**config.mk**
```make
export PLATFORM = sky130hd
export DESIGN_NAME = lom_selector
export DESIGN_NICKNAME = d
export VERILOG_FILES = /design/src/hw/lom_pkg.sv /design/src/hw/lom_selector.sv
export VERILOG_INCLUDE_DIRS = /design/src /design/src/hw
export SDC_FILE = /design/constraint.sdc
export NUM_CORES = 1
export LEC_CHECK = 0
export ABC_CLOCK_PERIOD_IN_PS = 4400
export BUFFER_PORTS_ARGS = -buffer_cell sky130_fd_sc_hd__buf_2
export CAP_MARGIN = 10
export CORE_MARGIN = 5
export CORE_UTILIZATION = 62
export CTS_CLUSTER_SIZE = 10
export DETAILED_ROUTE_END_ITERATION = 10
export HOLD_SLACK_MARGIN = 0.08
export PLACE_DENSITY = 0.89
export RECOVER_POWER = 50
export SETUP_SLACK_MARGIN = 0.2
export SYNTH_ARGS = -nofsm -noshare
export SYNTH_HDL_FRONTEND = slang
export SYNTH_SLANG_ARGS = --single-unit
```
**constraint.sdc**
```tcl
create_clock -name clock -period 4.4 [get_ports clock]
set_input_delay 0.22 -clock clock [delete_from_list [all_inputs] [get_ports clock]]
set_output_delay 0.22 -clock clock [all_outputs]
set_load 0.05 [all_outputs]
```
**src/hw/lom_consts.svh**
```systemverilog
// constants for the lane operating mode selector
// What this block does
// derive one of ten operating modes from emergency, two opening inputs, two switches
// flaps closed while no opening is processed, except emergency and fully free
// continuous opening level means free passage, pulses mean reader-controlled passage
// emergency: motors off, springs open flaps, inputs and zones ignored, both inhibits
// both switches off: flaps closed, inputs ignored, zones watched, both inhibits
// controlled entry: entry green, pulses used, inhibit off; exit red and inhibited
// controlled exit mirrors controlled entry with the sides swapped
// bidirectional: both green, pulses used; an opening makes it one-sided for a while
// during that one-sided phase the other side shows red, is blocked and inhibited
// free entry: open when entry zone is entered; exit red, ignored, inhibited
// free exit mirrors free entry with the sides swapped
// entry continuous, exit pulsed, both on: free entry, controlled exit, both green
// entry pulsed, exit continuous, both on: free exit, controlled entry, both green
// mixed modes: once open from one side the other side turns red and blocked
// fully free: flaps held open with motors on, zones ignored, both inhibits, green
// fully free: one passage-counting pulse per passage
// a reader-controlled side detects tailgating and unauthorised presence
// a blocked side with watched zone detects unauthorised entry
// tailgating drives alarm relay two and, if enabled, a rapid buzzer
// entry from blocked side drives alarm relay three, slow buzzer, clears on leaving
// zone occupied on a permitted side without opening for 5 s flags relay three
// an opening level counts as continuous only after a set qualification time
// opening inputs on a side whose switch is off are ignored
`ifndef LOM_CONSTS_SVH
`define LOM_CONSTS_SVH
`define LOM_CLK_HZ 100000000
`define LOM_MS_PER_S 1000
`define LOM_PRESENCE_S 5
`define LOM_PRESENCE_MS (`LOM_PRESENCE_S * `LOM_MS_PER_S)
`define LOM_MS_W 13
`define LOM_TICK_W 17
`define LOM_OFS_CTRL 4'h0
`define LOM_OFS_QUAL 4'h4
`define LOM_OFS_STATUS 4'h8
`define LOM_OFS_PASSCNT 4'hc
`define LOM_CTRL_BUZ_BIT 0
`define LOM_CTRL_RST 1'b1
`define LOM_QUAL_W 12
`define LOM_QUAL_RST 12'h3e8
`define LOM_BUZ_W 10
`define LOM_BUZ_FAST_BIT 6
`define LOM_BUZ_SLOW_BIT 9
`define LOM_PASS_W 16
`define LOM_SYNC_W 9
`endif

```
**src/hw/lom_pkg.sv**
```systemverilog
// types shared by the lane operating mode selector
package lom_pkg;
  typedef enum logic [3:0] {
    LOM_EMERG, LOM_OOS, LOM_CTRL_ENT, LOM_CTRL_EXIT, LOM_BIDIR,
    LOM_FREE_ENT, LOM_FREE_EXIT, LOM_FENT_CEXIT, LOM_FEXIT_CENT, LOM_FULL_FREE
  } lom_mode_e;
  typedef enum logic [1:0] {LOM_LN_IDLE, LOM_LN_OPEN, LOM_LN_HELD} lom_lane_e;
endpackage

```
**src/hw/lom_selector.sv**
```systemverilog
// lane operating mode selector: mode decode, lane sequencing, alarms, avalon registers
//
// The Avalon-MM register port and the register addresses are this design's own decisions.
`timescale 1ns/1ps
`default_nettype none
`include "lom_consts.svh"
module lom_selector import lom_pkg::*; #(
  parameter int unsigned MS_TICK_CYCLES = `LOM_CLK_HZ / `LOM_MS_PER_S
) (
  input wire logic clock,
  input wire logic rst_b,
  input wire logic ce,
  input wire logic emergency_input,
  input wire logic entry_open_input,
  input wire logic exit_open_input,
  input wire logic entry_direction_switch,
  input wire logic exit_direction_switch,
  input wire logic entry_zone_photocell,
  input wire logic exit_zone_photocell,
  input wire logic [1:0] safety_photocells,
  input wire logic [3:0] avs_address,
  input wire logic avs_read,
  input wire logic avs_write,
  input wire logic [31:0] avs_writedata,
  input wire logic [3:0] avs_byteenable,
  output logic [31:0] avs_readdata,
  output logic avs_waitrequest,
  output logic flaps_open_cmd,
  output logic motor_power_en,
  output logic entry_indicator_green,
  output logic exit_indicator_green,
  output logic entry_reader_inhibit,
  output logic exit_reader_inhibit,
  output logic alarm_relay2,
  output logic alarm_relay3,
  output logic buzzer,
  output logic pass_count_pulse
);
  // two-flop synchronisers for every lane input pin (not the avalon port); only s2 is read
  logic [`LOM_SYNC_W-1:0] s1_ff, s2_ff;
  always_ff @(posedge clock) begin
    if (!rst_b) begin
      s1_ff <= '0;
      s2_ff <= '0;
    end else if (ce) begin
      s1_ff <= {safety_photocells, exit_zone_photocell, entry_zone_photocell,
                exit_direction_switch, entry_direction_switch, exit_open_input,
                entry_open_input, emergency_input};
      s2_ff <= s1_ff;
    end
  end
  logic emerg_ok;
  logic [1:0] open_s, sw_s, zone_s, safe_s;
  assign emerg_ok = s2_ff[0];
  assign open_s = s2_ff[2:1];
  assign sw_s = s2_ff[4:3];
  assign zone_s = s2_ff[6:5];
  assign safe_s = s2_ff[8:7];

  // millisecond tick and free-running buzzer phase counter
  logic [`LOM_TICK_W-1:0] tick_ff, nxt_tick;
  logic [`LOM_BUZ_W-1:0] buz_ff, nxt_buz;
  logic ms_tick;
  assign ms_tick = (tick_ff == `LOM_TICK_W'(MS_TICK_CYCLES - 1));
  always_comb begin
    nxt_tick = ms_tick ? '0 : tick_ff + 1'b1;
    nxt_buz = ms_tick ? buz_ff + 1'b1 : buz_ff;
  end
  always_ff @(posedge clock) begin
    if (!rst_b) begin
      tick_ff <= '0;
      buz_ff <= '0;
    end else if (ce) begin
      tick_ff <= nxt_tick;
      buz_ff <= nxt_buz;
    end
  end

  // register state, declared early since qualification and buzzer read it
  logic buz_en_ff, nxt_buz_en;
  logic [`LOM_QUAL_W-1:0] qual_ff, nxt_qual;
  logic [`LOM_PASS_W-1:0] pcnt_ff, nxt_pcnt;
  lom_mode_e mode_ff, nxt_mode;
  lom_lane_e lane_ff, nxt_lane;
  logic owner_ff, nxt_owner;
  logic [1:0] allow, blocked, ctrl_side, free_side, req;
  logic active;

  // per side: pulse/continuous classification and unattended-presence timer
  logic prev_ff [2];
  logic cont_ff [2];
  logic [`LOM_QUAL_W-1:0] qcnt_ff [2];
  logic [`LOM_MS_W-1:0] pres_cnt_ff [2];
  logic pres_ff [2];
  logic ue_ff [2];
  logic [1:0] pulse, pres_v, ue_v;
  for (genvar s = 0; s < 2; s++) begin : g_side
    logic nxt_prev, nxt_cont, nxt_pres, nxt_ue;
    logic [`LOM_QUAL_W-1:0] nxt_qcnt;
    logic [`LOM_MS_W-1:0] nxt_pcnt_s;
    logic watch;
    // a level shorter than the qualification time is a pulse on its fall
    assign pulse[s] = prev_ff[s] & ~open_s[s] & ~cont_ff[s];
    assign pres_v[s] = pres_ff[s];
    assign ue_v[s] = ue_ff[s];
    // presence is only timed on an idle controlled side with someone in its zone
    assign watch = ctrl_side[s] & (lane_ff == LOM_LN_IDLE) & zone_s[s];
    always_comb begin
      nxt_prev = open_s[s];
      nxt_qcnt = '0;
      if (open_s[s]) begin
        nxt_qcnt = (ms_tick && qcnt_ff[s] != '1) ? qcnt_ff[s] + 1'b1 : qcnt_ff[s];
      end
      nxt_cont = open_s[s] & (cont_ff[s] | (qcnt_ff[s] >= qual_ff));
      nxt_pcnt_s = '0;
      if (watch && !pulse[s]) begin
        nxt_pcnt_s = (ms_tick && pres_cnt_ff[s] != '1) ? pres_cnt_ff[s] + 1'b1
                                                       : pres_cnt_ff[s];
      end
      // set wins over clear: clearing only while the zone is empty or a pulse came
      nxt_pres = pres_ff[s];
      if (!zone_s[s] || pulse[s]) begin
        nxt_pres = 1'b0;
      end
      if (watch && !pulse[s] && pres_cnt_ff[s] >= `LOM_MS_W'(`LOM_PRESENCE_MS)) begin
        nxt_pres = 1'b1;
      end
      nxt_ue = ue_ff[s];
      if (!zone_s[s]) begin
        nxt_ue = 1'b0;
      end
      if (blocked[s] && zone_s[s]) begin
        nxt_ue = 1'b1;
      end
    end
    always_ff @(posedge clock) begin
      if (!rst_b) begin
        prev_ff[s] <= 1'b0;
        cont_ff[s] <= 1'b0;
        qcnt_ff[s] <= '0;
        pres_cnt_ff[s] <= '0;
        pres_ff[s] <= 1'b0;
        ue_ff[s] <= 1'b0;
      end else if (ce) begin
        prev_ff[s] <= nxt_prev;
        cont_ff[s] <= nxt_cont;
        qcnt_ff[s] <= nxt_qcnt;
        pres_cnt_ff[s] <= nxt_pcnt_s;
        pres_ff[s] <= nxt_pres;
        ue_ff[s] <= nxt_ue;
      end
    end
  end

  // mode decode; a switch that is off hides its opening input entirely
  logic [1:0] cont_v;
  assign cont_v = {cont_ff[1] & sw_s[1], cont_ff[0] & sw_s[0]};
  always_comb begin
    nxt_mode = LOM_OOS;
    if (!emerg_ok) begin
      nxt_mode = LOM_EMERG;
    end else begin
      case (sw_s)
        2'b00: nxt_mode = LOM_OOS;
        2'b01: nxt_mode = cont_v[0] ? LOM_FREE_ENT : LOM_CTRL_ENT;
        2'b10: nxt_mode = cont_v[1] ? LOM_FREE_EXIT : LOM_CTRL_EXIT;
        2'b11: begin
          case (cont_v)
            2'b00: nxt_mode = LOM_BIDIR;
            2'b01: nxt_mode = LOM_FENT_CEXIT;
            2'b10: nxt_mode = LOM_FEXIT_CENT;
            default: nxt_mode = LOM_FULL_FREE;
          endcase
        end
        default: nxt_mode = LOM_OOS;
      endcase
    end
  end

  // side roles follow the registered mode only; reading the live switches here would let
  // indicators and mode disagree for a cycle whenever a switch moves
  assign active = (mode_ff != LOM_EMERG) && (mode_ff != LOM_OOS) && (mode_ff != LOM_FULL_FREE);
  always_comb begin
    case (mode_ff)
      LOM_CTRL_ENT: {allow, free_side} = 4'b0100;
      LOM_CTRL_EXIT: {allow, free_side} = 4'b1000;
      LOM_BIDIR: {allow, free_side} = 4'b1100;
      LOM_FREE_ENT: {allow, free_side} = 4'b0101;
      LOM_FREE_EXIT: {allow, free_side} = 4'b1010;
      LOM_FENT_CEXIT: {allow, free_side} = 4'b1101;
      LOM_FEXIT_CENT: {allow, free_side} = 4'b1110;
      default: {allow, free_side} = 4'b0000;
    endcase
    ctrl_side = allow & ~free_side;
    for (int s = 0; s < 2; s++) begin
      // the far side of an opened lane is blocked until it closes
      blocked[s] = (mode_ff == LOM_OOS) | (active & (~allow[s]
                   | ((lane_ff == LOM_LN_OPEN) & (owner_ff != 1'(s)))));
      req[s] = (ctrl_side[s] & pulse[s]) | (free_side[s] & zone_s[s]);
    end
  end

  // passage: both safety cells interrupted, then both clear
  logic pass_arm_ff, nxt_pass_arm, pass_evt;
  assign pass_evt = pass_arm_ff & (safe_s == 2'b00);
  always_comb begin
    nxt_pass_arm = pass_arm_ff;
    if (safe_s == 2'b11) begin
      nxt_pass_arm = 1'b1;
    end else if (pass_evt) begin
      nxt_pass_arm = 1'b0;
    end
  end

  // lane sequencer; further requests while open are ignored (no storage)
  always_comb begin
    nxt_lane = lane_ff;
    nxt_owner = owner_ff;
    case (lane_ff)
      LOM_LN_IDLE: begin
        if (mode_ff == LOM_EMERG || mode_ff == LOM_FULL_FREE) begin
          nxt_lane = LOM_LN_HELD;
        end else if (req[0]) begin
          nxt_lane = LOM_LN_OPEN;
          nxt_owner = 1'b0;
        end else if (req[1]) begin
          nxt_lane = LOM_LN_OPEN;
          nxt_owner = 1'b1;
        end
      end
      LOM_LN_OPEN: begin
        if (mode_ff == LOM_EMERG || mode_ff == LOM_FULL_FREE) begin
          nxt_lane = LOM_LN_HELD;
        end else if (!allow[owner_ff] || pass_evt || ue_v[~owner_ff]) begin
          nxt_lane = LOM_LN_IDLE;
        end
      end
      LOM_LN_HELD: begin
        if (mode_ff != LOM_EMERG && mode_ff != LOM_FULL_FREE) begin
          nxt_lane = LOM_LN_IDLE;
        end
      end
      default: nxt_lane = LOM_LN_IDLE;
    endcase
  end

  // tailgating: the owner's zone empties and is entered again while still open
  logic tg_clr_ff, nxt_tg_clr, tg_ff, nxt_tg;
  logic own_ctrl;
  assign own_ctrl = (lane_ff == LOM_LN_OPEN) & ctrl_side[owner_ff];
  always_comb begin
    nxt_tg_clr = own_ctrl & (tg_clr_ff | ~zone_s[owner_ff]);
    nxt_tg = tg_ff;
    if (lane_ff == LOM_LN_IDLE && zone_s == 2'b00) begin
      nxt_tg = 1'b0;
    end
    if (own_ctrl && tg_clr_ff && zone_s[owner_ff]) begin
      nxt_tg = 1'b1;
    end
  end

  always_ff @(posedge clock) begin
    if (!rst_b) begin
      mode_ff <= LOM_EMERG;
      lane_ff <= LOM_LN_IDLE;
      owner_ff <= 1'b0;
      pass_arm_ff <= 1'b0;
      tg_clr_ff <= 1'b0;
      tg_ff <= 1'b0;
    end else if (ce) begin
      mode_ff <= nxt_mode;
      lane_ff <= nxt_lane;
      owner_ff <= nxt_owner;
      pass_arm_ff <= nxt_pass_arm;
      tg_clr_ff <= nxt_tg_clr;
      tg_ff <= nxt_tg;
    end
  end

  // registered outputs
  logic flaps_ff, motor_ff, pass_p_ff, r2_ff, r3_ff, buzz_ff;
  logic [1:0] green_ff, inh_ff;
  logic nxt_flaps, nxt_motor, nxt_pass_p, nxt_r2, nxt_r3, nxt_buzz;
  logic [1:0] nxt_green, nxt_inh;
  always_comb begin
    nxt_motor = (mode_ff != LOM_EMERG);
    nxt_flaps = (lane_ff != LOM_LN_IDLE);
    nxt_pass_p = (mode_ff == LOM_FULL_FREE) & pass_evt;
    nxt_r2 = tg_ff;
    nxt_r3 = (|ue_v) | (|pres_v);
    // rapid tone wins over slow tone when both alarms stand
    nxt_buzz = buz_en_ff & (nxt_r2 ? buz_ff[`LOM_BUZ_FAST_BIT]
                                   : (nxt_r3 & buz_ff[`LOM_BUZ_SLOW_BIT]));
    case (mode_ff)
      LOM_EMERG: begin
        nxt_green = 2'b11;
        nxt_inh = 2'b11;
      end
      LOM_OOS: begin
        nxt_green = 2'b00;
        nxt_inh = 2'b11;
      end
      LOM_FULL_FREE: begin
        nxt_green = 2'b11;
        nxt_inh = 2'b11;
      end
      default: begin
        nxt_green = ~blocked;
        nxt_inh = blocked;
      end
    endcase
  end
  always_ff @(posedge clock) begin
    if (!rst_b) begin
      flaps_ff <= 1'b0;
      motor_ff <= 1'b0;
      pass_p_ff <= 1'b0;
      r2_ff <= 1'b0;
      r3_ff <= 1'b0;
      buzz_ff <= 1'b0;
      green_ff <= 2'b00;
      inh_ff <= 2'b11;
    end else if (ce) begin
      flaps_ff <= nxt_flaps;
      motor_ff <= nxt_motor;
      pass_p_ff <= nxt_pass_p;
      r2_ff <= nxt_r2;
      r3_ff <= nxt_r3;
      buzz_ff <= nxt_buzz;
      green_ff <= nxt_green;
      inh_ff <= nxt_inh;
    end
  end
  assign flaps_open_cmd = flaps_ff;
  assign motor_power_en = motor_ff;
  assign pass_count_pulse = pass_p_ff;
  assign alarm_relay2 = r2_ff;
  assign alarm_relay3 = r3_ff;
  assign buzzer = buzz_ff;
  assign entry_indicator_green = green_ff[0];
  assign exit_indicator_green = green_ff[1];
  assign entry_reader_inhibit = inh_ff[0];
  assign exit_reader_inhibit = inh_ff[1];

  // avalon slave: one wait state, readdata latched on the first edge
  logic ack_ff, nxt_ack, req_bus, wr_go;
  logic [31:0] rd_ff, nxt_rd, wmerge;
  assign req_bus = avs_read | avs_write;
  assign avs_waitrequest = req_bus & ~(ack_ff & ce);
  assign wr_go = avs_write & ack_ff;
  always_comb begin
    for (int b = 0; b < 4; b++) begin
      wmerge[b*8 +: 8] = avs_byteenable[b] ? avs_writedata[b*8 +: 8] : 8'h00;
    end
  end
  always_comb begin
    nxt_ack = req_bus & ~ack_ff;
    nxt_rd = rd_ff;
    nxt_buz_en = buz_en_ff;
    nxt_qual = qual_ff;
    nxt_pcnt = pass_evt ? pcnt_ff + 1'b1 : pcnt_ff;
    if (avs_read && !ack_ff) begin
      case (avs_address)
        `LOM_OFS_CTRL: nxt_rd = {31'h0, buz_en_ff};
        `LOM_OFS_QUAL: nxt_rd = {20'h0, qual_ff};
        `LOM_OFS_STATUS: nxt_rd = {18'h0, cont_v, motor_ff, flaps_ff, r3_ff, r2_ff,
                                   inh_ff, green_ff, mode_ff};
        `LOM_OFS_PASSCNT: nxt_rd = {16'h0, pcnt_ff};
        default: nxt_rd = 32'h0;
      endcase
    end
    if (wr_go && avs_address == `LOM_OFS_CTRL && avs_byteenable[0]) begin
      nxt_buz_en = wmerge[`LOM_CTRL_BUZ_BIT];
    end
    if (wr_go && avs_address == `LOM_OFS_QUAL) begin
      nxt_qual = {avs_byteenable[1] ? wmerge[11:8] : qual_ff[11:8],
                  avs_byteenable[0] ? wmerge[7:0] : qual_ff[7:0]};
    end
  end
  always_ff @(posedge clock) begin
    if (!rst_b) begin
      ack_ff <= 1'b0;
      rd_ff <= 32'h0;
      buz_en_ff <= `LOM_CTRL_RST;
      qual_ff <= `LOM_QUAL_RST;
      pcnt_ff <= '0;
    end else if (ce) begin
      ack_ff <= nxt_ack;
      rd_ff <= nxt_rd;
      buz_en_ff <= nxt_buz_en;
      qual_ff <= nxt_qual;
      pcnt_ff <= nxt_pcnt;
    end
  end
  assign avs_readdata = rd_ff;
endmodule // lom_selector
`default_nettype wire

```
Word level (Yosys, flattened, before mapping)
Memory sizes are Yosys's and may differ from the RTL's. Cells that the tools add are included.

Reductions and logical operators: 62. Equality and inequality tests: 30. Add/sub/neg operators: 7. $lt $le $gt $ge: 6. Bitwise logic cells: 67. Muxes and demuxes: 66.

Operators by type and width (number): 13-bit two-way mux (6); 12-bit two-way mux (6); 16-bit one-hot mux with 4 select lines (1); 1-bit two-way mux (35); 1-bit bitwise AND (30); 13-bit by 1-bit adder with 13-bit output (second input constant) (2); 13-bit greater-or-equal comparator (second input constant) (2); 13-bit != test (second input constant) (2); 12-bit by 1-bit adder with 12-bit output (second input constant) (2); 12-bit greater-or-equal comparator (2); 12-bit != test (second input constant) (2); 1-bit bitwise OR (23); 4-bit by 3-bit equality test with 1-bit output (second input constant) (5); 1-bit logical AND (20); 17-bit by 1-bit adder with 17-bit output (second input constant) (1); 17-bit equality test (second input constant) (1); 17-bit two-way mux (1); 16-bit by 1-bit adder with 16-bit output (second input constant) (1); 4-bit equality test (second input constant) (4); 4-bit one-hot mux with 4 select lines (1); 2-bit two-way mux (7); 2-bit OR reduction (7); 2-bit one-hot mux with 3 select lines (2); 4-bit one-hot mux with 3 select lines (1); other kinds (28) (74).

Memories kept: 6. Bits in writable memories: 58. Flip-flop bits (word level): 127. Logic and storage cells: 268. Output and inout port bits: 43.

Memories: pres_cnt_ff (depth 2, width 13, rd ports 2, clocked after Yosys merged registers in 0, wr ports 2, RTL line lom_selector.sv:93) `` logic [`LOM_MS_W-1:0] pres_cnt_ff [2]; ``; qcnt_ff (depth 2, width 12, rd ports 2, clocked after Yosys merged registers in 0, wr ports 2, RTL line lom_selector.sv:92) `` logic [`LOM_QUAL_W-1:0] qcnt_ff [2]; ``; cont_ff (depth 2, width 1, rd ports 2, clocked after Yosys merged registers in 0, wr ports 2, RTL line lom_selector.sv:91) `logic cont_ff [2];`; pres_ff (depth 2, width 1, rd ports 2, clocked after Yosys merged registers in 0, wr ports 2, RTL line lom_selector.sv:94) `logic pres_ff [2];`; prev_ff (depth 2, width 1, rd ports 2, clocked after Yosys merged registers in 0, wr ports 2, RTL line lom_selector.sv:90) `logic prev_ff [2];`; ue_ff (depth 2, width 1, rd ports 2, clocked after Yosys merged registers in 0, wr ports 2, RTL line lom_selector.sv:95) `logic ue_ff [2];`.

Logic depth before layout (Yosys ltp)
Word-level depth: 12. Mapped depth: 7. Depth with buffers taken out: 7.

Worst setup path after synthesis
Ideal clock, no wire load.

Kind: flip-flop to flip-flop. From: register tick_ff[6] (netlist name). To: memory pres_cnt_ff[0][0] (netlist bit), enable pin. Data required time: 4.009 ns. Setup slack: 1.796 ns. Period minus slack after synthesis: 2.604 ns. Path buffers: 1. Arrival time: 2.212 ns. Library setup time: 0.391 ns. Cell stages (with the launch flop): 7. Path through: dfxtp_1 -> nor4b_4 -> nand3_2 -> or2_2 -> clkbuf_1 -> a31o_2 -> a41oi_1.

RTL lines (RTL line): end, declared (lom_selector.sv:93).

Worst setup path in the final report
From: input rst_b. To: register rd_ff[0], in the netlist avs_readdata[0].

RTL lines: start, declared (RTL line lom_selector.sv:11) `input wire logic rst_b,`; end signal, assigned (RTL line lom_selector.sv:389) `rd_ff <= nxt_rd;`; end, declared (RTL line lom_selector.sv:347) `logic [31:0] rd_ff, nxt_rd, wmerge;`.

No word-level cell between the ends.

==> summary.txt <==
Logic synthesis
  • Synth Area in Simple Gates: 21.2%
  • Syn. warnings: 0
  • Most used DFF post-synth: dfxtp_1
  • Yosys cell types: 75
  • EDFF count, synth: between 50 and 60
  • Mapped Avg Cell Area: 9.27 sq um
  • Post-synthesis compound-gate area fraction: between 10% and 20%
  • Cell area after synthesis: 8750 sq um
  • Post-synthesis adder-cell area fraction: slightly below 5%
  • Largest family of logic cells by synthesized area: simple AND/OR/NAND/NOR gates
  • Seq/Total Area, Yosys: 44.8%
  • Mapped Cells: 944
  • XOR/XNOR Fraction of Synth Area: 7.81%
  • FFs w/ async S/R, synth: 0%
  • Multiplexer share of the synthesized area: under 10%
  • Flops & latches, synth: 169

Floorplanning
  • Die Wd: 129 um
  • Rows: 43
  • Core area: 13900 sq um
  • Die footprint: roughly 17000 sq um
  • Die H: 129 um
  • Starting Density: 63.0%
  • Top Ports: 97

Global route
  • Vias in the first global route: 6915
  • Gr ovfl total: 0
  • Largest net degree at the start of global routing: 62
  • First-pass GRT wire length: 34.5 mm
  • Initial antenna violation count: 1
  • Overall Global Routing Usage: 26.1%

Worst setup path
  • Slowest-stage cell, CP: clkbuf_1
  • Critical path depth: 4
  • CP Launch Type: input port
  • CP Data Required Time: 4.58 ns
  • Bufs and invs on worst path: 3
  • Worst Reg2Reg Path Length in Cells: 5
  • Critical-path maximum fanout: between 60 and 70
  • Reg-to-Reg End: pres_ff[0]
  • WS Path Type: input port to register
  • Worst path max stage delay: 2.00 ns
  • RR Startpoint: mode_ff[2]
  • Crit path cell chain: buf_2 -> inv_1 -> clkbuf_1 -> nor2_1
  • R2r setup slk: 1.79 ns
  • Worst setup EP type: register
  • CP top delay family: buffers and inverters
  • Data arrival, critical path: 3.34 ns

Route
  • Drt initial violations: 840
  • Antenna Nets Post-Route: 0
  • Vias per cell: around 6.1
  • Residual DRC: 0
  • DR vias: 7268
  • 1st-pass router iterations: 6
  • Post-Route WL: approximately 21 mm
  • Avg WL per Cell: about 18 um

Cells and area
  • Layout cell share with drive strength beyond 1: a little under 9%
  • Nets: 1090
  • Area grow syn2layout: 12.2%
  • Fin area: ~9800 sq um

Power and ir drop
  • Tot Pwr: 3410 uW
  • Leak: 0.00376 uW
  • Pwr dens: approximately 350 nW/um^2
  • Peak supply drop: just over 0.3 mV

Place
  • Placed inst area: 9070 sq um
  • I/O Buffers: 58
  • Routability-driven placement congestion ratio: around 0.87
  • DPL Wire Length: 13.6 mm

Run status
  • Failing checks: max-capacitance violations, max-slew violations
  • Outcome: complete, but fails checks

STA
  • Worst-Margin Slew: 2.75 ns
  • Max Freq: 316 MHz
  • RSZ-0062 raised after global routing: no
  • Minimum clock period: 3.16 ns
  • Setup TNS: 0 ns
  • Final-report setup violation count: 0
  • Worst relative slew slack: -83.6%
  • Slew Limit Fails: 62
  • Endpoints failing hold: 0
  • Final Cycle Share: 71.9%
  • Clk_skew: ~0.012 ns

Clock network
  • Max Root-Sink Buffers: 2
  • Clock insertion delay at the later pin of the skew report: roughly 0.44 ns
  • CTS Root Cell: clkbuf_16
  • TritonCTS clock tree: built
  • Setup Fix Bufs, Post-CTS: 0
  • Clock sinks: 169
  • H-tree levels: 4
  • TritonCTS Buffers: 17
  • Clock-pin transition on the worst setup and hold timing paths: 0.07 ns

Job
  • Max_cap viols: 1

Hold path
  • Hold path endpoint: ack_ff
  • Hold path start: avs_read
  • Worst Hold Depth: 5
  • Worst min-delay path class: input port to register
## cells in the final DEF, fill, tap and decap left out, types with 10 or more instances in the layout
cell and count:
o211ai_1 10, nor2_1 160, conb_1 16, mux2i_1 32, a22oi_1 17, and3_1 16, xnor2_1 26, dlygate4sd3_1 21
inv_1 33, nand3_1 36, xor2_1 52, a22o_1 11, clkbuf_1 30, nand4_1 24, buf_2 31, edfxtp_1 54
o21ai_0 27, nand2_1 72, nor3_1 14, clkbuf_16 18, ha_1 33, nand2b_1 12, dfxtp_1 115, a21oi_1 26
## cells in the mapped netlist, drive strengths merged, types with 7 or more instances
cell type  count  share of area [%]
nand2b        12               0.86
ha            33                4.7
dfxtp        115                 26
buf           28                2.0
nand2         72                3.1
nor3          14               0.80
a22o          11                1.1
nor2         160                6.9
a211oi         7               0.60
mux2           9                1.2
xor2          52                5.2
o211ai        10               0.86
and3          18                1.3
a22oi         17                1.5
edfxtp        54                 19
nand3         37                2.2
nand4         24                1.7
a21oi         26                1.5
xnor2         26                2.6
inv           32                1.4
clkbuf        34                1.6
mux2i         32                3.7
o21ai         27                1.5
## layer usage
| metal | part of all wire, % | routed length (um) | up-vias | track usage, % |
|---|---|---|---|---|
| li1 | - | - | 3431 | - |
| met1 | 41 | 8600 | 3417 | 33.2 |
| met2 | 48 | 10200 | 338 | 42.8 |
| met3 | 7.7 | 1630 | 82 | 6.89 |
| met4 | 3.3 | 690 | 0 | 10.2 |
| met5 | 0 | 0 | - | 0 |
## kinds of logic (layout without fill, tap and decap cells)
family	count (synthesis)	in the layout
xor gates and xnor gates	78	78
buffers and inverters	95	150
AOI/OAI and AO/OA	142	142
DFF	169	169
muxes	42	42
and+or+nand+nor	383	383
other	1	17
adders and majority gates	34	34
## what timing repair did
| item | 4_1_cts | 5_1_grt |
|---|---|---|
| gates resized for setup | 0 | 0 |
| hold buffers | 21 | 0 |
| endpoints found under the hold margin | 22 | 0 |
## registers in the layout (all words and copies together), names as in the netlist, 4 cells and up
| name | cells |
|---|---|
| s2_ff | 9 |
| pres_cnt_ff | 26 |
| avs_readdata | 16 |
| pcnt_ff | 16 |
| tick_ff | 17 |
| mode_ff | 4 |
| qual_ff | 12 |
| s1_ff | 9 |
| buz_ff | 10 |
| qcnt_ff | 24 |
## power breakdown
part | leakage, uW | switching, uW | internal (uW)
Combinational | 0.00194 | 160 | 83.8
Clock | 0.000284 | 614 | 862
Sequential | 0.00153 | 45.3 | 1650
Total | 0.00376 | 819 | 2590
## metrics by stage
stage / setup WS [ns] / cells / util [%] / hold slack, ns
global route: 0.936 / 1195 / 70.7 / 0.294
finish: 1.24 / 1195 / 70.7 / 0.232
detailed placement: 1.85 / 1143 / 65.3 / 0.429
floorplan: 1.80 / 959 / - / 0.348
global placement: 1.90 / 1143 / 65.3 / 0.426
CTS: 1.88 / 1194 / 71.0 / 0.233
## final cells by class
cell class | instances | area [sq um]
multi-input combinational | 695 | 4450
fill | 1021 | 4070
sequential | 169 | 3920
timing repair buffer | 87 | 519
clock buffer | 19 | 454
tap | 180 | 225
inverter | 33 | 124
clock inverter | 11 | 121
antenna | 1 | 2.50
## worst max path at each step
| stage | start | endpoint | slack [ns] |
|---|---|---|---|
| CTS | mode_ff[2] | pres_ff[0] | 1.88 |
| global route | rst_b | avs_readdata[0] | 0.94 |
| finish | rst_b | avs_readdata[0] | 1.24 |
| detailed placement | rst_b | pres_cnt_ff[1][7] | 1.85 |
| global placement | rst_b | pres_cnt_ff[1][4] | 1.90 |
| floorplan | tick_ff[6] | pres_cnt_ff[0][0] | 1.80 |
## worst min-delay path, cell delays in order
cell,delay [ns]
buf_2,0.09
nor2_1,0.04
nor3_1,0.13
a21oi_1,0.07
nor2_1,0.08
No activity file was read; power rests on OpenSTA's default activity.
